`src/design/nand_host_pkg.sv`:
```
package nand_host_pkg;

    // Timing figures in nanoseconds and the cycle counts derived from them.
    localparam int unsigned CLK_PERIOD_NS = 8;
    localparam int unsigned T_STROBE_NS = 16;
    localparam int unsigned T_READ_LOW_NS = 32;
    localparam int unsigned T_BUSY_START_NS = 100;
    localparam int unsigned STROBE_CYC = (T_STROBE_NS + CLK_PERIOD_NS - 1) / CLK_PERIOD_NS;
    localparam int unsigned READ_LOW_CYC = (T_READ_LOW_NS + CLK_PERIOD_NS - 1) / CLK_PERIOD_NS;
    localparam int unsigned BUSY_START_CYC =
        (T_BUSY_START_NS + CLK_PERIOD_NS - 1) / CLK_PERIOD_NS;
    localparam logic [7:0] STROBE_CNT = 8'(STROBE_CYC);
    localparam logic [7:0] READ_LOW_CNT = 8'(READ_LOW_CYC);
    localparam logic [7:0] BUSY_START_CNT = 8'(BUSY_START_CYC);

    // Address layout.
    localparam int unsigned COL_W = 12;
    localparam int unsigned ROW_W = 19;
    localparam logic [2:0] ADDR_LAST_IDX = 3'h4;
    localparam logic [11:0] PAGE_BYTES = 12'h840;
    localparam int unsigned PLANE_BIT = 6;
    localparam int unsigned FIFO_DEPTH = 4;

    // Command codes.
    localparam logic [7:0] CMD_READ_1ST = 8'h00;
    localparam logic [7:0] CMD_RAND_OUT = 8'h05;
    localparam logic [7:0] CMD_PROG_CONF = 8'h10;
    localparam logic [7:0] CMD_CACHE_PROG = 8'h15;
    localparam logic [7:0] CMD_READ_CONF = 8'h30;
    localparam logic [7:0] CMD_CACHE_SEQ = 8'h31;
    localparam logic [7:0] CMD_COPY_READ = 8'h35;
    localparam logic [7:0] CMD_CACHE_END = 8'h3F;
    localparam logic [7:0] CMD_ERASE_1ST = 8'h60;
    localparam logic [7:0] CMD_STATUS = 8'h70;
    localparam logic [7:0] CMD_STATUS_ENH = 8'h78;
    localparam logic [7:0] CMD_PROG_1ST = 8'h80;
    localparam logic [7:0] CMD_RAND_IN = 8'h85;
    localparam logic [7:0] CMD_READ_ID = 8'h90;
    localparam logic [7:0] CMD_ERASE_CONF = 8'hD0;
    localparam logic [7:0] CMD_RAND_OUT_CONF = 8'hE0;
    localparam logic [7:0] CMD_PARAM_PAGE = 8'hEC;
    localparam logic [7:0] CMD_UNIQUE_ID = 8'hED;
    localparam logic [7:0] CMD_GET_FEAT = 8'hEE;
    localparam logic [7:0] CMD_SET_FEAT = 8'hEF;
    localparam logic [7:0] CMD_RESET = 8'hFF;

    typedef enum logic [2:0] {
        OP_CMD = 3'h0,
        OP_ADDR = 3'h1,
        OP_WRITE = 3'h2,
        OP_READ = 3'h3,
        OP_WAIT = 3'h4
    } op_kind_type;

    typedef struct packed {
        op_kind_type kind;
        logic [7:0] data;
        logic [COL_W-1:0] col;
        logic [ROW_W-1:0] row;
    } host_req_type;

    typedef struct packed {
        logic chip_sel_n;
        logic cmd_latch;
        logic addr_latch;
        logic write_strobe_low;
        logic read_strobe_low;
        logic write_guard_n;
        logic [7:0] io_out;
        logic io_oe;
    } pins_out_type;

    localparam pins_out_type PINS_IDLE = '{
        chip_sel_n: 1'b1, cmd_latch: 1'b0, addr_latch: 1'b0, write_strobe_low: 1'b1,
        read_strobe_low: 1'b1, write_guard_n: 1'b0, io_out: 8'h00, io_oe: 1'b0};

    function automatic logic is_defined_cmd(input logic [7:0] code);
        case (code)
            CMD_READ_1ST, CMD_RAND_OUT, CMD_PROG_CONF, CMD_CACHE_PROG, CMD_READ_CONF,
            CMD_CACHE_SEQ, CMD_COPY_READ, CMD_CACHE_END, CMD_ERASE_1ST, CMD_STATUS,
            CMD_STATUS_ENH, CMD_PROG_1ST, CMD_RAND_IN, CMD_READ_ID, CMD_ERASE_CONF,
            CMD_RAND_OUT_CONF, CMD_PARAM_PAGE, CMD_UNIQUE_ID, CMD_GET_FEAT, CMD_SET_FEAT,
            CMD_RESET: is_defined_cmd = 1'b1;
            default: is_defined_cmd = 1'b0;
        endcase
    endfunction : is_defined_cmd

    function automatic logic busy_ok_cmd(input logic [7:0] code);
        busy_ok_cmd = (code == CMD_STATUS) || (code == CMD_RESET);
    endfunction : busy_ok_cmd

endpackage : nand_host_pkg

```
`src/design/read_fifo.sv`:
```
`timescale 1ns/1ns
module read_fifo #(
    parameter int unsigned WIDTH = 8,
    parameter int unsigned DEPTH = 4
) (
    // Clock and reset.
    input wire logic sys_clk,
    input wire logic rstn,
    // Filling side.
    input wire logic in_valid,
    input wire logic [WIDTH-1:0] in_data,
    output logic in_ready,
    // Draining side.
    output logic out_valid,
    output logic [WIDTH-1:0] out_data,
    input wire logic out_ready
);
    localparam int unsigned PW = $clog2(DEPTH);

    logic [WIDTH-1:0] mem_q [DEPTH];
    logic [PW-1:0] wr_ptr_q, wr_ptr_d, rd_ptr_q, rd_ptr_d;
    logic [PW:0] count_q, count_d;
    logic push, pop;

    assign in_ready = (count_q != (PW+1)'(DEPTH));
    assign out_valid = (count_q != '0);
    assign out_data = mem_q[rd_ptr_q];
    assign push = in_valid && in_ready;
    assign pop = out_valid && out_ready;

    always_comb begin
        wr_ptr_d = wr_ptr_q;
        rd_ptr_d = rd_ptr_q;
        count_d = count_q;
        if (push) begin
            wr_ptr_d = (wr_ptr_q == PW'(DEPTH - 1)) ? '0 : PW'(wr_ptr_q + 1'b1);
        end
        if (pop) begin
            rd_ptr_d = (rd_ptr_q == PW'(DEPTH - 1)) ? '0 : PW'(rd_ptr_q + 1'b1);
        end
        if (push && !pop) begin
            count_d = (PW+1)'(count_q + 1'b1);
        end else if (pop && !push) begin
            count_d = (PW+1)'(count_q - 1'b1);
        end
    end

    always_ff @(posedge sys_clk or negedge rstn) begin
        if (!rstn) begin
            wr_ptr_q <= '0;
            rd_ptr_q <= '0;
            count_q <= '0;
        end else begin
            wr_ptr_q <= wr_ptr_d;
            rd_ptr_q <= rd_ptr_d;
            count_q <= count_d;
        end
    end

    for (genvar i = 0; i < DEPTH; i++) begin : g_entry
        always_ff @(posedge sys_clk or negedge rstn) begin
            if (!rstn) begin
                mem_q[i] <= '0;
            end else if (push && (wr_ptr_q == PW'(i))) begin
                mem_q[i] <= in_data;
            end
        end
    end
endmodule : read_fifo

```
`src/design/nand_host_ctrl.sv`:
```
`timescale 1ns/1ns
module nand_host_ctrl
    import nand_host_pkg::*;
#(
    parameter int unsigned DATA_W = 8,
    parameter int unsigned RD_DEPTH = FIFO_DEPTH
) (
    // Clock and reset.
    input wire logic sys_clk,
    input wire logic rstn,
    // Request port.
    input wire logic req_valid,
    input wire host_req_type req,
    output logic req_ready,
    output logic req_error,
    input wire logic write_protect,
    output logic device_ready,
    // Read data stream.
    output logic rd_valid,
    output logic [DATA_W-1:0] rd_data,
    input wire logic rd_ready,
    // Flash pins.
    output pins_out_type pins,
    input wire logic [7:0] io_in,
    input wire logic ready_busy_line
);
    typedef enum logic [3:0] {
        ST_IDLE = 4'h1,
        ST_LOW = 4'h2,
        ST_HIGH = 4'h4,
        ST_WAIT = 4'h8
    } state_type;

    state_type state_q, state_d;
    logic [7:0] cnt_q, cnt_d;
    op_kind_type kind_q, kind_d;
    logic [COL_W-1:0] col_q, col_d;
    logic [ROW_W-1:0] row_q, row_d;
    logic [2:0] idx_q, idx_d;
    pins_out_type pins_q, pins_d;
    logic err_q, err_d;
    logic push_q, push_d;
    logic [7:0] push_data_q, push_data_d;
    logic rb_meta_q, rb_sync_q;
    logic [7:0] io_meta_q, io_sync_q;
    logic fifo_in_ready;
    logic refuse;

    // Address bytes with the unused upper bits forced low.
    function automatic logic [7:0] addr_byte(input logic [COL_W-1:0] col,
                                             input logic [ROW_W-1:0] row,
                                             input logic [2:0] idx);
        case (idx)
            3'h0: addr_byte = col[7:0];
            3'h1: addr_byte = {4'h0, col[11:8]};
            3'h2: addr_byte = row[7:0];
            3'h3: addr_byte = row[15:8];
            default: addr_byte = {5'h00, row[18:16]};
        endcase
    endfunction : addr_byte

    // Strobe-low drive for one bus cycle; reads keep the write strobe high.
    function automatic pins_out_type drive(input op_kind_type kind, input logic [7:0] data,
                                           input logic guard_n);
        drive = PINS_IDLE;
        drive.chip_sel_n = 1'b0;
        drive.write_guard_n = guard_n;
        drive.cmd_latch = (kind == OP_CMD);
        drive.addr_latch = (kind == OP_ADDR);
        if (kind == OP_READ) begin
            drive.read_strobe_low = 1'b0;
        end else begin
            drive.write_strobe_low = 1'b0;
            drive.io_out = data;
            drive.io_oe = 1'b1;
        end
    endfunction : drive

    // Pins and the busy line are asynchronous to sys_clk.
    always_ff @(posedge sys_clk or negedge rstn) begin
        if (!rstn) begin
            rb_meta_q <= 1'b0;
            rb_sync_q <= 1'b0;
            io_meta_q <= 8'h00;
            io_sync_q <= 8'h00;
        end else begin
            rb_meta_q <= ready_busy_line;
            rb_sync_q <= rb_meta_q;
            io_meta_q <= io_in;
            io_sync_q <= io_meta_q;
        end
    end

    always_comb begin
        refuse = 1'b0;
        if (req.kind == OP_CMD) begin
            refuse = !is_defined_cmd(req.data)
                || (!rb_sync_q && !busy_ok_cmd(req.data));
        end else if (req.kind != OP_WAIT) begin
            refuse = !rb_sync_q;
        end
        if ((req.kind == OP_ADDR) && (req.col >= PAGE_BYTES)) begin
            refuse = 1'b1;
        end
    end

    // A read is held off while the buffer is full, so the stream never drops a byte.
    assign req_ready = (state_q == ST_IDLE) && !((req.kind == OP_READ) && !fifo_in_ready);

    always_comb begin
        state_d = state_q;
        cnt_d = (cnt_q == 8'h00) ? 8'h00 : 8'(cnt_q - 8'h01);
        kind_d = kind_q;
        col_d = col_q;
        row_d = row_q;
        idx_d = idx_q;
        pins_d = pins_q;
        pins_d.write_guard_n = !write_protect;
        err_d = 1'b0;
        push_d = 1'b0;
        push_data_d = push_data_q;
        case (state_q)
            ST_IDLE: begin
                if (req_valid && req_ready) begin
                    if (refuse) begin
                        err_d = 1'b1;
                    end else if (req.kind == OP_WAIT) begin
                        state_d = ST_WAIT;
                        cnt_d = 8'(BUSY_START_CNT - 8'h01);
                    end else begin
                        kind_d = req.kind;
                        col_d = req.col;
                        row_d = req.row;
                        idx_d = 3'h0;
                        pins_d = drive(req.kind, (req.kind == OP_ADDR) ?
                            addr_byte(req.col, req.row, 3'h0) : req.data, !write_protect);
                        state_d = ST_LOW;
                        cnt_d = (req.kind == OP_READ) ? 8'(READ_LOW_CNT - 8'h01) :
                            8'(STROBE_CNT - 8'h01);
                    end
                end
            end
            ST_LOW: begin
                if (cnt_q == 8'h00) begin
                    if (kind_q == OP_READ) begin
                        push_d = 1'b1;
                        push_data_d = io_sync_q;
                    end
                    // Latch selects and data stay put across the rising edge for hold time.
                    pins_d.write_strobe_low = 1'b1;
                    pins_d.read_strobe_low = 1'b1;
                    state_d = ST_HIGH;
                    cnt_d = 8'(STROBE_CNT - 8'h01);
                end
            end
            ST_HIGH: begin
                if (cnt_q == 8'h00) begin
                    if ((kind_q == OP_ADDR) && (idx_q != ADDR_LAST_IDX)) begin
                        idx_d = 3'(idx_q + 3'h1);
                        pins_d = drive(OP_ADDR, addr_byte(col_q, row_q, 3'(idx_q + 3'h1)),
                            !write_protect);
                        state_d = ST_LOW;
                        cnt_d = 8'(STROBE_CNT - 8'h01);
                    end else begin
                        pins_d = PINS_IDLE;
                        pins_d.write_guard_n = !write_protect;
                        state_d = ST_IDLE;
                    end
                end
            end
            ST_WAIT: begin
                // The device takes a while to pull the line low; ignore it until then.
                if ((cnt_q == 8'h00) && rb_sync_q) begin
                    state_d = ST_IDLE;
                end
            end
            default: begin
                state_d = ST_IDLE;
            end
        endcase
    end

    always_ff @(posedge sys_clk or negedge rstn) begin
        if (!rstn) begin
            state_q <= ST_IDLE;
            cnt_q <= 8'h00;
            kind_q <= OP_CMD;
            col_q <= '0;
            row_q <= '0;
            idx_q <= 3'h0;
            pins_q <= PINS_IDLE;
            err_q <= 1'b0;
            push_q <= 1'b0;
            push_data_q <= 8'h00;
        end else begin
            state_q <= state_d;
            cnt_q <= cnt_d;
            kind_q <= kind_d;
            col_q <= col_d;
            row_q <= row_d;
            idx_q <= idx_d;
            pins_q <= pins_d;
            err_q <= err_d;
            push_q <= push_d;
            push_data_q <= push_data_d;
        end
    end

    assign pins = pins_q;
    assign req_error = err_q;
    assign device_ready = rb_sync_q;

    read_fifo #(
        .WIDTH(DATA_W),
        .DEPTH(RD_DEPTH)
    ) u_read_fifo (
        .sys_clk(sys_clk),
        .rstn(rstn),
        .in_valid(push_q),
        .in_data(DATA_W'(push_data_q)),
        .in_ready(fifo_in_ready),
        .out_valid(rd_valid),
        .out_data(rd_data),
        .out_ready(rd_ready)
    );

    property p_col_low;
        @(posedge sys_clk) disable iff (!rstn)
        (state_q == ST_LOW) && pins_q.addr_latch && (idx_q == 3'h0)
            |-> (pins_q.io_out == col_q[7:0]) && (pins_q.io_oe);
    endproperty
    a_col_low: assert property (p_col_low) else $error("first address byte wrong");

    property p_row_first;
        @(posedge sys_clk) disable iff (!rstn)
        (state_q == ST_LOW) && pins_q.addr_latch && (idx_q == 3'h2)
            |-> pins_q.io_out == row_q[7:0];
    endproperty
    a_row_first: assert property (p_row_first) else $error("third address byte wrong");

    property p_pad_low;
        @(posedge sys_clk) disable iff (!rstn)
        pins_q.addr_latch && ((idx_q == 3'h1) || (idx_q == 3'h4))
            |-> (pins_q.io_out[7:4] == 4'h0) && ((idx_q == 3'h1) || !pins_q.io_out[3]);
    endproperty
    a_pad_low: assert property (p_pad_low) else $error("unused address bits high");

    property p_busy_cmd;
        @(posedge sys_clk) disable iff (!rstn)
        (state_q == ST_IDLE) && req_valid && (req.kind == OP_CMD) && !rb_sync_q
            && !busy_ok_cmd(req.data) |=> err_q && (state_q == ST_IDLE);
    endproperty
    a_busy_cmd: assert property (p_busy_cmd) else $error("command sent while busy");

    property p_read_pins;
        @(posedge sys_clk) disable iff (!rstn)
        !pins_q.read_strobe_low |-> !pins_q.addr_latch && !pins_q.cmd_latch
            && !pins_q.chip_sel_n && pins_q.write_strobe_low && !pins_q.io_oe;
    endproperty
    a_read_pins: assert property (p_read_pins) else $error("read strobe pin levels");

    property p_read_width;
        @(posedge sys_clk) disable iff (!rstn)
        $fell(pins_q.read_strobe_low) |-> !pins_q.read_strobe_low [*4] ##1 pins_q.read_strobe_low;
    endproperty
    a_read_width: assert property (p_read_width) else $error("read strobe width");

    property p_defined_cmd;
        @(posedge sys_clk) disable iff (!rstn)
        $fell(pins_q.write_strobe_low) && pins_q.cmd_latch |-> is_defined_cmd(pins_q.io_out);
    endproperty
    a_defined_cmd: assert property (p_defined_cmd) else $error("undefined command sent");

    property p_in_page;
        @(posedge sys_clk) disable iff (!rstn)
        (state_q == ST_IDLE) && req_valid && (req.kind == OP_ADDR) && (req.col >= PAGE_BYTES)
            |=> err_q ##1 (state_q == ST_IDLE) && pins_q.chip_sel_n;
    endproperty
    a_in_page: assert property (p_in_page) else $error("column outside page");
endmodule : nand_host_ctrl

```
`config.mk`:
```
export PLATFORM = sky130hd
export DESIGN_NAME = nand_host_ctrl
export DESIGN_NICKNAME = d
export VERILOG_FILES = /design/src/design/nand_host_pkg.sv /design/src/design/read_fifo.sv /design/src/design/nand_host_ctrl.sv
export SDC_FILE = /design/constraint.sdc
export NUM_CORES = 1
export LEC_CHECK = 0
export BUFFER_PORTS_ARGS = -buffer_cell sky130_fd_sc_hd__buf_4
export CORE_ASPECT_RATIO = 1.5
export CORE_MARGIN = 2
export CORE_UTILIZATION = 48
export CTS_BUF_LIST = sky130_fd_sc_hd__clkbuf_16
export DETAILED_ROUTE_END_ITERATION = 8
export GPL_ROUTABILITY_DRIVEN = 0
export PLACE_DENSITY = 0.69
export SYNTH_ARGS = -nofsm -noshare
export SYNTH_HDL_FRONTEND = slang
export SYNTH_SLANG_ARGS = --single-unit
```
`constraint.sdc`:
```
create_clock -name sys_clk -period 7.5 [get_ports sys_clk]
set_input_delay 1.5 -clock sys_clk [delete_from_list [all_inputs] [get_ports sys_clk]]
set_output_delay 1.5 -clock sys_clk [all_outputs]
set_load 0.01 [all_outputs]
```
== Yosys cells after proc, flatten, opt, wreduce, memory -nomap -nowiden ==
Cells that the tools add are included.

* Register bits: 131

* Add/sub/neg operators: 6
* Multiplexer cells: 55
* Reduce and logical (&&, ||, !) cells: 41
* Order comparisons: 2
* Eq/ne operators: 46
* Bitwise operators: 3

{| class="wikitable"
|+ Operators by type and width
! operator !! number
|-
| == test 8 bit (second input constant) || 10
|-
| 2-to-1 mux 15 bit || 5
|-
| 2-to-1 mux 8 bit || 9
|-
| == test 8 x 6 -> 1 bit (second input constant) || 4
|-
| one-hot mux 8 bit (4 select lines) || 1
|-
| 2-to-1 mux 4 bit || 7
|-
| == test 8 x 7 -> 1 bit (second input constant) || 3
|-
| one-hot mux 8 bit (3 select lines) || 1
|-
| 2-to-1 mux 3 bit || 7
|-
| OR reduction 21 bit || 1
|-
| one-hot mux 10 bit (2 select lines) || 1
|-
| binary-select mux 8 bit (select 2 bit) || 1
|-
| == test 8 x 5 -> 1 bit (second input constant) || 2
|-
| logical NOT 8 bit || 2
|-
| one-hot mux 4 bit (4 select lines) || 1
|-
| logical AND 1 bit || 15
|-
| 2-to-1 mux 1 bit || 13
|-
| == test 3 x 2 -> 1 bit (second input constant) || 4
|-
| greater-or-equal comparator 12 bit (second input constant) || 1
|-
| != test 2 bit (second input constant) || 6
|-
| one-hot mux 3 bit (2 select lines) || 2
|-
| AND reduction 6 bit || 2
|-
| 2-to-1 mux 2 bit || 5
|-
| AND reduction 5 bit || 2
|-
| other kinds (28) || 48
|}

== Depth between registers and ports, before layout ==
Gate-level depths: netlist of the first run.

* Depth after elaboration: 11
* Depth in mapped cells: 9

== By module ==
Synthesis of the first run repeated with hierarchy kept, for this count alone.

* Cells, all modules: 443
* Area total of the unflattened synthesis: 6179.7 µm²

{| class="wikitable"
|+ Modules (own cells, without submodules)
! module !! seq. area each (µm²) !! instances !! cells an instance !! area an instance (µm²)
|-
| nand_host_ctrl || 2307.2 || 1 || 327 || 4206.5
|-
| read_fifo || 975.9 || 1 || 116 || 1973.1
|}

== Worst setup path after synthesis of the first run ==
OpenSTA, ideal clock, no wires.

* Path kind: input -> output
* Start point: input port req[40] in the netlist's numbering
* End point: output port req_ready
* Path slack: 4.041 ns
* Stages: 2
* Data arrival time: 1.959 ns
* Cell sequence: and3b_1 -> a31oi_1

* Longest elaborated chain between the ends: 4

{| class="wikitable"
|+ RTL lines
! element !! RTL line !! source
|-
| from (decl) || nand_host_ctrl.sv:13 || <nowiki>input wire host_req_type req,</nowiki>
|-
| == test 3 x 2 -> 1 bit || nand_host_ctrl.sv:108 || <nowiki>assign req_ready = (state_q == ST_IDLE) && !((req.kind == OP_READ) && !fifo_in_ready);</nowiki>
|-
| logical AND 1 bit || nand_host_ctrl.sv:108 ||
|-
| logical NOT 1 bit || nand_host_ctrl.sv:108 ||
|-
| logical AND 1 bit || nand_host_ctrl.sv:108 ||
|-
| to (decl) || nand_host_ctrl.sv:14 || <nowiki>output logic req_ready,</nowiki>
|}

Every way passes these cells.

== Worst setup path after layout of the first run ==
* Start point: input port req[35] in the netlist's numbering
* End point: register col_q[9]

* Longest elaborated chain between the ends: 10
* Elaborated cells between the ends (all ways): 33
* Classes of those cells: eq/ne: 20; mux: 4; bitwise: 1; reduce/logical: 8

{| class="wikitable"
|+ RTL lines
! element !! RTL line !! source
|-
| == test 8 x 7 -> 1 bit, or another cell as far along || nand_host_pkg.sv:78, nand_host_pkg.sv:89 ||
|-
| OR reduction 21 bit || nand_host_pkg.sv:78 || <nowiki>case (code)</nowiki>
|-
| 2-to-1 mux 1 bit || nand_host_pkg.sv:78 ||
|-
| 2-to-1 mux 1 bit || nand_host_ctrl.sv:96 || <nowiki>if (req.kind == OP_CMD) begin</nowiki>
|-
| logical NOT 1 bit || nand_host_ctrl.sv:97 || <nowiki>refuse = !is_defined_cmd(req.data)</nowiki>
|-
| logical OR 1 bit * || nand_host_ctrl.sv:98 || <nowiki>|| (!rb_sync_q && !busy_ok_cmd(req.data));</nowiki>
|-
| 2-to-1 mux 1 bit * || nand_host_ctrl.sv:96 ||
|-
| 2-to-1 mux 1 bit * || nand_host_ctrl.sv:102 || <nowiki>if ((req.kind == OP_ADDR) && (req.col >= PAGE_BYTES)) begin</nowiki>
|-
| NOT 1 bit (no line) * || n/a ||
|-
| AND reduction 4 bit (no line) * || n/a ||
|-
| to (signal assigned) || nand_host_ctrl.sv:199 || <nowiki>col_q <= col_d;</nowiki>
|-
| to (decl) || nand_host_ctrl.sv:37 || <nowiki>logic [COL_W-1:0] col_q, col_d;</nowiki>
|}

Mark *: on every way between the ends. The rest lies on a longest branch, timed or not. The select of a mux whose other input is x is not followed.
A chain may end at the register's enable or synchronous reset.

==> metrics, run 1 <==
status complete, no violations; postcts setup bufs 0; max_cap viols 0; post-route cell area a little over 0.007 mm²; worst skew pair latency 0.41 ns; Clock Pin Slew Worst Setup and Hold Paths approximately 0.06 ns; switching share of power 0.3143; vias per cell 5.654; nets 621; Congestion Overflow GR 0; clock power share 0.307; unrepaired setup endpoints after global routing no; Flop pwr share 0.434; Layout area overhead 21.24%; Critical Path Start Type primary input; cell row count 49; initial antenna violation count 0; clk buf depth 2; TNS Setup 0 ns; fmax around 0.25 GHz; Crit Path Max Fanout 14; post-cts gate resize count 0; Starting DRT DRC Count 178; largest net degree at the start of global routing 79; Distinct cells, synth 63; global-route wire length before repair 22.02 mm; H-tree depth 4; vias in the first global route 4422; Yosys warning count 0; I/O Pins 83; CTS tree built; critical path class primary input to flop; fin crit share 0.5247; Inserted Diodes 0; CTS Hold Buffers Added 0; final WL between 10 and 15 mm; Period minus WS final 3.936 ns; DRC violations left 0; Total GRT Usage 0.2165; VDD IR max 0.1859 mV; Setup Skew ~0.014 ns; type of the worst min-delay path flop to flop; layout cell share with drive strength beyond 1 0.3848; Die Height 140.6 µm; CTS Buf Count 17; post-synthesis sequential area ratio 0.5498; initial core utilization 0.4945; CTS root buf clkbuf_16; Cell Int Power 1.655 mW; Core Box Area 0.01208 mm²; Synth Area per Inst between 10 and 15 µm²; Die W 95.08 µm; Comb power frac 0.259; Synth Register Bits 131; DR vias 4054; Slew Limit Fails 0; Async S/R FF share, synth 1.000; WP data arrival approximately 4.2 ns; cell count after synthesis roughly 460; PwrDens 333.4 mW/mm²; Top FF cell, synth dfrtp_1; Cell Area, Synth 0.005972 mm²; placed cell area 0.006704 mm²; number of synthesized flops with an enable pin 0; post-route setup slack 3.564 ns; PortBufs 82; Die Area 0.01337 mm²; final setup fails 0; pre-CTS setup slack 3.128 ns; TritonCTS Sinks 131; Syn Nets 534; Power Total roughly 2.4 mW; 1st-pass router iterations 5; Antenna Nets Post-Route 0; switching power 0.7589 mW; crit end category flop; Worst Tran Pin Value 0.9872 ns; Leak Pwr between 3 and 4 nW; Crit path required time 7.78 ns; WHS roughly 0.35 ns; HPWL after DPL 9.637 mm; Max-slew headroom 0.3394; Wirelength per Cell about 19 µm; final hold violation count 0
==> power by group through the flow <==
stage / combinational, mW / sequential (mW) / clock [mW]
floorplan: 0.444 / 1.01 / 0
global placement: 0.610 / 1.05 / 0
detailed placement: 0.633 / 1.06 / 0
CTS: 0.635 / 1.05 / 0.760
global route: 0.694 / 1.08 / 0.798
finish: 0.626 / 1.05 / 0.741
==> cells in the mapped netlist, drive strengths merged (4+ instances only) <==
| library cell | count | share of area |
|---|---|---|
| a21o | 4 | 0.0052 |
| a21oi | 23 | 0.019 |
| a221oi | 5 | 0.0073 |
| a222oi | 4 | 0.0067 |
| a22oi | 7 | 0.0088 |
| buf | 7 | 0.0096 |
| clkbuf | 8 | 0.0050 |
| dfrtp | 127 | 0.53 |
| dfstp | 4 | 0.018 |
| ha | 13 | 0.027 |
| inv | 16 | 0.010 |
| mux2 | 83 | 0.16 |
| mux4 | 8 | 0.030 |
| nand2 | 22 | 0.014 |
| nand2b | 5 | 0.0052 |
| nor2 | 34 | 0.023 |
| nor3 | 8 | 0.0067 |
| nor3b | 11 | 0.014 |
| o21ai | 12 | 0.012 |
| o22ai | 10 | 0.010 |
| or2 | 4 | 0.0042 |
==> through the flow <==
| stage | utilization | instances |
|---|---|---|
| after global placement | 0.5551 | 685 |
| after CTS | 0.5995 | 717 |
| after detailed placement | 0.5551 | 685 |
| after global routing | 0.5995 | 717 |
| after floorplan | - | 464 |
| final | 0.5995 | 717 |
==> cell type report <==
cell class                      instances  area (µm²)
Clock buffer                           17       425.4
Clock inverter                         15       111.4
Fill cell                             963        4837
Inverter                               16       60.06
Multi-Input combinational cell        301        2539
Sequential cell                       131        3283
Tap cell                              153       191.4
Timing Repair Buffer                   84       630.6
==> worst paths after layout <==
| path | from | endpoint | slack [ns] | cells past startpoint |
|---|---|---|---|---|
| max in group asynchronous | rstn | pins[8]$_DFFE_PN0P_ | 4.96 | 2 |
| worst min-delay path | io_meta_q[2]$_DFF_PN0_ | io_sync_q[2]$_DFF_PN0_ | 0.35 | 0 |
| worst max-delay path | req[35] | col_q[9]$_DFFE_PN0P_ | 3.56 | 7 |
| worst max register to register | device_ready$_DFF_PN0_ | col_q[9]$_DFFE_PN0P_ | 4.16 | 6 |
| min in group asynchronous | rstn | cnt_q[5]$_DFF_PN0_ | 1.14 | 1 |
| worst min register to register | io_meta_q[2]$_DFF_PN0_ | io_sync_q[2]$_DFF_PN0_ | 0.35 | 0 |
==> cells by family (layout without fill, tap and decap cells) <==
kind of cell               count (synthesis)  after routing  synth area share
muxes                                     93             93            0.1925
buffers and inverters                     32            132           0.02619
adders and majority gates                 14             14           0.03059
and+or+nand+nor                          103            103           0.09261
xor gates and xnor gates                   6              6          0.008801
AOI/OAI and AO/OA                         85             85           0.09952
DFF                                      131            131            0.5498
==> metal layers <==
| layer | share of wire | vias to the layer above | GRT usage |
|---|---|---|---|
| li1 | - | 1871 | - |
| met1 | 0.39 | 2053 | 0.2515 |
| met2 | 0.55 | 111 | 0.3732 |
| met3 | 0.038 | 19 | 0.04757 |
| met4 | 0.019 | 0 | 0.1022 |
| met5 | 0 | - | 0 |
==> cell usage in the layout (no fill, tap or decap), types with 5 or more instances in the layout <==
cell        count
a21oi_1        23
a221oi_1        5
a22oi_1         7
buf_4          84
clkbuf_16      17
clkinvlp_4      5
dfrtp_1       127
ha_1           13
inv_1          18
mux2_1         10
mux2_2         69
mux4_2          8
nand2_1        21
nand2b_1        5
nor2_1         33
nor3_1          8
nor3b_1        11
o21ai_0        11
o22ai_1        10
==> registers in the layout, indices dropped and copies added, names as in the netlist <==
register              cells
push_data_q               8
io_sync_q                 8
u_read_fifo.count_q       3
device_ready              1
pins                     15
kind_q                    3
state_q                   4
row_q                    19
u_read_fifo.wr_ptr_q      2
cnt_q                     8
req_error                 1
push_q                    1
rb_meta_q                 1
col_q                    12
io_meta_q                 8
idx_q                     3
u_read_fifo.rd_ptr_q      2
u_read_fifo.mem_q        32
==> critical path, cell delays in order <==
cell	delay, ns
buf_4	0.14
a21bo_2	0.21
a2111oi_0	0.53
a211oi_1	0.20
a211oi_2	0.77
nand2_2	0.43
mux2_1	0.44
(Power assumes the default switching activity.)
==> inputs of run 2 (changes only) <==
PLACE_DENSITY = 0.71   (was 0.69)
clock period = 3.3 ns   (was 7.5 ns; I/O delays follow)
==> run 2 against run 1 <==
Effect of this change:
- via count is 1.3% higher
- clock-buffer cell count is the same
- non-clock buffer count increased by 8
- hold slack worse by 0.0061 ns
- clock power is 150% higher
==> metrics, run 2 (synthesis gave the netlist of run 1 again) <==
status complete, no violations (unchanged); vias per cell 5.663 (was 5.654); PortBufs 82 (unchanged); Crit Path Max Fanout 15 (was 14); critical path class flop to flop (was primary input to flop); WP data arrival 3.21 ns (was 4.22 ns); largest net degree at the start of global routing 64 (was 79); fmax 0.3418 GHz; WP buf/inv 0 (was 1); Critical Path Start Type flop (was primary input); final hold violation count 0 (unchanged); Leak Pwr 3.425 nW (was 3.352 nW); critical path's top delay family compound AO/OA/AOI/OAI gates (unchanged); I/O Pins 83 (unchanged); clock power share 0.322 (was 0.307); Die Area 0.01337 mm² (unchanged); type of the worst min-delay path primary input to async pin (was flop to flop); Starting DRT DRC Count 180 (was 178); post-layout util 0.6091 (was 0.5995); Worst Tran Pin Value 0.7940 ns (was 0.9872 ns); vias in the first global route 4424 (was 4422); Flop pwr share 0.420 (was 0.434); Antenna Nets Post-Route 0 (unchanged); slowest CP cell dfstp_2 (was a211oi_2); nets 629 (was 621); CTS Hold Buffers Added 0 (unchanged); global-route wire length before repair 22.53 mm (was 22.02 mm); CTS tree built (unchanged); worst skew pair latency 0.41 ns (about the same); initial core utilization 0.4945 (unchanged); Most flops, register u_read_fifo.mem_q (unchanged); Slew Limit Fails 0 (unchanged); TritonCTS Sinks 131 (unchanged); max_cap viols 0 (unchanged); PwrDens 773.2 mW/mm² (was 333.4 mW/mm²); DR vias 4106 (was 4054); leading cell types in the layout, fill and taps excluded dfrtp_1 (127), buf_4 (91), mux2_2 (69) (was dfrtp_1 (127), buf_4 (84), mux2_2 (69)); Layout area overhead 23.19% (was 21.24%); switching power 1.756 mW (was 0.7589 mW); Cell Int Power 3.933 mW (was 1.655 mW); Setup Skew 0.01325 ns (was 0.01362 ns); Largest register FFs 32 (unchanged); Die W 95.08 µm (unchanged); clk buf depth 2 (unchanged); crit end category flop (unchanged); H-tree depth 4 (unchanged); Die Height 140.6 µm (unchanged); Wirelength per Cell 19.11 µm (was 18.55 µm); Total GRT Usage 0.2209 (was 0.2165); Inserted Diodes 0 (unchanged); post-cts gate resize count 0 (unchanged); Clock Pin Slew Worst Setup and Hold Paths 0.06 ns (about the same); CTS Buf Count 17 (unchanged); cell row count 49 (unchanged); TNS Setup 0 ns (unchanged); switching share of power 0.3087 (was 0.3143); Comb power frac 0.258 (was 0.259); CP cell instances or4b_4 -> a311o_1 -> a21o_1 -> a211o_4 -> o21ai_4 -> mux2_2 (was buf_4 -> a21bo_2 -> a2111oi_0 -> a211oi_1 -> a211oi_2 -> nand2_2 -> mux2_1); postcts setup bufs 0 (unchanged); Max-slew headroom 0.4707 (was 0.3394); Crit path required time 3.58 ns (was 7.78 ns); layout cell share with drive strength beyond 1 0.3916 (was 0.3848); most common cell after layout, fill and taps aside dfrtp_1 (unchanged); CTS root buf clkbuf_16 (unchanged); 1st-pass router iterations 5 (unchanged); final WL 13.86 mm (was 13.30 mm); Congestion Overflow GR 0 (unchanged); HPWL after DPL 9.880 mm (was 9.637 mm); final setup fails 0 (unchanged); DRC violations left 0 (unchanged); fin crit share 0.8867; unrepaired setup endpoints after global routing no (unchanged); Period minus WS final 2.926 ns; Core Box Area 0.01208 mm² (unchanged); crit-path max cell delay 0.57 ns (was 0.77 ns); initial antenna violation count 0 (unchanged); VDD IR max 0.5086 mV (was 0.1859 mV)
-- run 2: changes by cell type in the layout (fill, tap and decap cells not counted) --
cell        delta
clkinv_2       -1
bufinv_16      +2
buf_4          +7
clkinv_4       -1
clkinvlp_4     -2
clkinv_1       +1
buf_12         +1
inv_6          +1
-- run 2: cell type report --
class	instances	area, µm²
clock buffer	17	425.4
clock inverter	15	155.1
fill	988	4721
inverter	16	60.06
multi-input combinational	301	2539
sequential	131	3283
tap	153	191.4
timing repair buffer	92	703.2
-- run 2: worst paths after layout --
check | from | slack (ns) | endpoint | depth (start not counted)
min in group sys_clk | io_meta_q[2]$_DFF_PN0_ | 0.35 | io_sync_q[2]$_DFF_PN0_ | 0
max in group asynchronous | rstn | 2.12 | idx_q[0]$_DFFE_PN0P_ | 2
hold / removal | rstn | 0.34 | io_sync_q[7]$_DFF_PN0_ | 1
setup / recovery | state_q[0]$_DFFE_PN1P_ | 0.37 | pins[8]$_DFFE_PN0P_ | 6
hold reg to reg | io_meta_q[2]$_DFF_PN0_ | 0.35 | io_sync_q[2]$_DFF_PN0_ | 0
setup reg to reg | state_q[0]$_DFFE_PN1P_ | 0.37 | pins[8]$_DFFE_PN0P_ | 6
-- run 2: power groups by stage --
| stage | Clock [mW] | Combinational [mW] | Sequential [mW] |
|---|---|---|---|
| finish | 1.83 | 1.47 | 2.39 |
| floorplan | 0 | 1.01 | 2.30 |
| detailed placement | 0 | 1.46 | 2.41 |
| CTS | 1.87 | 1.48 | 2.39 |
| global route | 1.96 | 1.62 | 2.45 |
| global placement | 0 | 1.42 | 2.39 |
-- run 2: through the flow --
step	hold WS (ns)	cell area [µm²]	instances	power, mW	worst slack [ns]
final	0.3406	7357	725	5.689	0.3740
after CTS	0.3416	7357	725	5.740	0.3663
after global placement	0.3329	6777	693	3.804	0.3073
after floorplan	0.3312	5972	464	3.309	0.7030
after global routing	0.3374	7357	725	6.024	0.3023
after detailed placement	0.3373	6777	693	3.874	0.1684
-- run 2: per-layer routing --
metal | track usage | vias to the layer above | part of all wire
met3 | 0.05131 | 22 | 0.044
met1 | 0.2485 | 2075 | 0.38
met2 | 0.3907 | 129 | 0.55
met4 | 0.09764 | 0 | 0.025
met5 | 0 | - | 0
li1 | - | 1880 | -
==> inputs of run 3 (changes only) <==
CELL_PAD_IN_SITES_DETAIL_PLACEMENT = 1   (was unset)
CELL_PAD_IN_SITES_GLOBAL_PLACEMENT = 2   (was unset)
CORE_UTILIZATION = 35   (was 48)
PLACE_DENSITY = unset   (was 0.71)
PLACE_DENSITY_LB_ADDON = 0.1   (was unset)
==> run 3 against run 2 <==
Effect of this change:
- final cell count up 7.9%
- sequential share of layout area fell by 0.83 points
- register-to-register slack better by 0.15 ns
- utilization fell by 16 points
- total power is 3.7% higher
- die area increased by 36%
- cell area is 1.9% higher
- fmax grew 5.2%
- largest power group unchanged
- highest routed layer unchanged
==> metrics, run 3 (synthesis gave the netlist of run 1 again) <==
# fillers 1748 (was 988); nets 629 (unchanged); Max-slew headroom 0.5248 (was 0.4707); slowest CP cell dfstp_2 (unchanged); multi-input logic area 0.002539 mm² (unchanged); H-tree depth 4 (unchanged); Wirelength per Cell 20.00 µm (was 19.11 µm); TritonCTS Sinks 131 (unchanged); global-route wire length before repair 25.23 mm (was 22.53 mm); Antenna Nets Post-Route 0 (unchanged); critical path class flop to flop (unchanged); leading cell types in the layout, fill and taps excluded dfrtp_1 (127), buf_4 (88), mux2_2 (69) (was dfrtp_1 (127), buf_4 (91), mux2_2 (69)); Clock Pin Slew Worst Setup and Hold Paths 0.06 ns (about the same); layout cell share with drive strength beyond 1 0.3969 (was 0.3916); post-cts gate resize count 0 (unchanged); Setup Skew 0.007602 ns (was 0.01325 ns); Worst Tran Pin Value 0.6949 ns (was 0.7940 ns); Critical Path Start Type flop (unchanged); clk buf depth 2 (unchanged); initial antenna violation count 0 (unchanged); Largest register FFs 32 (unchanged); postcts setup bufs 0 (unchanged); DR vias 4140 (was 4106); Leak Pwr 3.448 nW (was 3.425 nW); Congestion Overflow GR 0 (unchanged); final setup fails 0 (unchanged); Cell Int Power 4.034 mW (was 3.933 mW); crit end category flop (unchanged); TNS Setup 0 ns (unchanged); clock power share 0.338 (was 0.322); CTS tree built (unchanged); CP cell instances or4b_4 -> a311o_1 -> a21o_1 -> a211o_4 -> nor2_4 -> buf_12 -> mux2_2 (was or4b_4 -> a311o_1 -> a21o_1 -> a211o_4 -> o21ai_4 -> mux2_2); unrepaired setup endpoints after global routing no (unchanged); status complete, no violations (unchanged); critical path's top delay family compound AO/OA/AOI/OAI gates (unchanged); Flop pwr share 0.408 (was 0.420); CTS root buf clkbuf_16 (unchanged); Crit Path Max Fanout 22 (was 15); most common cell after layout, fill and taps aside dfrtp_1 (unchanged); PwrDens 786.6 mW/mm² (was 773.2 mW/mm²); Crit path required time 3.62 ns (was 3.58 ns); HPWL after DPL 11.22 mm (was 9.880 mm); Comb power frac 0.254 (was 0.258); CTS Buf Count 17 (unchanged); WP data arrival 3.10 ns (was 3.21 ns); Die W 110.7 µm (was 95.08 µm); 1st-pass router iterations 4 (was 5); Period minus WS final 2.781 ns (was 2.926 ns); vias in the first global route 4536 (was 4424); fmax 0.3596 GHz (was 0.3418 GHz); cell row count 58 (was 49); FF/Latch Area 0.003283 mm² (unchanged); type of the worst min-delay path primary input to async pin (unchanged); Die Area 0.01815 mm² (was 0.01337 mm²); max_cap viols 0 (unchanged); switching power 1.863 mW (was 1.756 mW); Die Height 164.0 µm (was 140.6 µm); final hold violation count 0 (unchanged); worst skew pair latency 0.43 ns (was 0.41 ns); DRC violations left 0 (unchanged); crit-path max cell delay 0.56 ns (was 0.57 ns); post-route setup slack 0.5190 ns (was 0.3740 ns); Layout area overhead 25.54% (was 23.19%); switching share of power 0.3159 (was 0.3087); vias per cell 5.294 (was 5.663); Starting DRT DRC Count 141 (was 180); Total GRT Usage 0.1836 (was 0.2209); Inserted Diodes 0 (unchanged); final WL 15.64 mm (was 13.86 mm); CTS Hold Buffers Added 0 (unchanged); DR top layer met4 (unchanged); VDD IR max 0.3726 mV (was 0.5086 mV); met3 WL 526 µm (was 603 µm); pre-CTS setup slack 0.4354 ns (was 0.1684 ns); I/O Pins 83 (unchanged); largest net degree at the start of global routing 62 (was 64); metal2 WL 8.647 mm (was 7.613 mm); Slew Limit Fails 0 (unchanged); fin crit share 0.8427 (was 0.8867); met1 WL 6.136 mm (was 5.300 mm); PortBufs 82 (unchanged); WP buf/inv 1 (was 0); initial core utilization 0.3562 (was 0.4945); Core Box Area 0.01676 mm² (was 0.01208 mm²); Most flops, register u_read_fifo.mem_q (unchanged)
[run 3: final timing paths]
kind | start | end | slack (ns) | cells past startpoint
max | state_q[0]$_DFFE_PN1P_ | row_q[15]$_DFFE_PN0P_ | 0.52 | 7
min | rstn | cnt_q[5]$_DFF_PN0_ | 0.23 | 1
max reg2reg | state_q[0]$_DFFE_PN1P_ | row_q[15]$_DFFE_PN0P_ | 0.52 | 7
min reg2reg | io_meta_q[6]$_DFF_PN0_ | io_sync_q[6]$_DFF_PN0_ | 0.35 | 0
max in group asynchronous | rstn | u_read_fifo.mem_q[9]$_DFFE_PN0P_ | 2.29 | 2
min in group sys_clk | io_in[4] | io_meta_q[4]$_DFF_PN0_ | 0.33 | 1
[run 3: layout make-up]
cell class                 count  area share
clock buffer                  17     0.05674
sequential                   131      0.4379
multi-input combinational    301      0.3386
clock inverter                15     0.02603
inverter                      16    0.008011
tap                          210     0.03505
timing repair buffer          92     0.09763
[run 3: layer usage]
layer  global-route usage  vias up
li1                     -     1888
met1               0.1999     2152
met2               0.3408       77
met3              0.05203       23
met4              0.06477        0
met5                    0        -
[run 3: through the flow]
stage / hold slack (ns) / util / cells / total power, mW / area [µm²]
CTS: 0.2321 / 0.4472 / 782 / 6.001 / 7497
finish: 0.2331 / 0.4472 / 782 / 5.897 / 7497
floorplan: 0.3312 / - / 464 / 3.309 / 5972
global placement: 0.3317 / 0.4102 / 750 / 3.908 / 6877
global route: 0.2579 / 0.4472 / 782 / 6.255 / 7497
detailed placement: 0.3363 / 0.4102 / 750 / 3.963 / 6877
[run 3: power by group through the flow]
stage	logic (mW)	registers, mW	clock network (mW)
global route	1.67	2.47	2.12
CTS	1.53	2.42	2.05
global placement	1.49	2.42	0
floorplan	1.01	2.30	0
finish	1.50	2.40	1.99
detailed placement	1.53	2.44	0
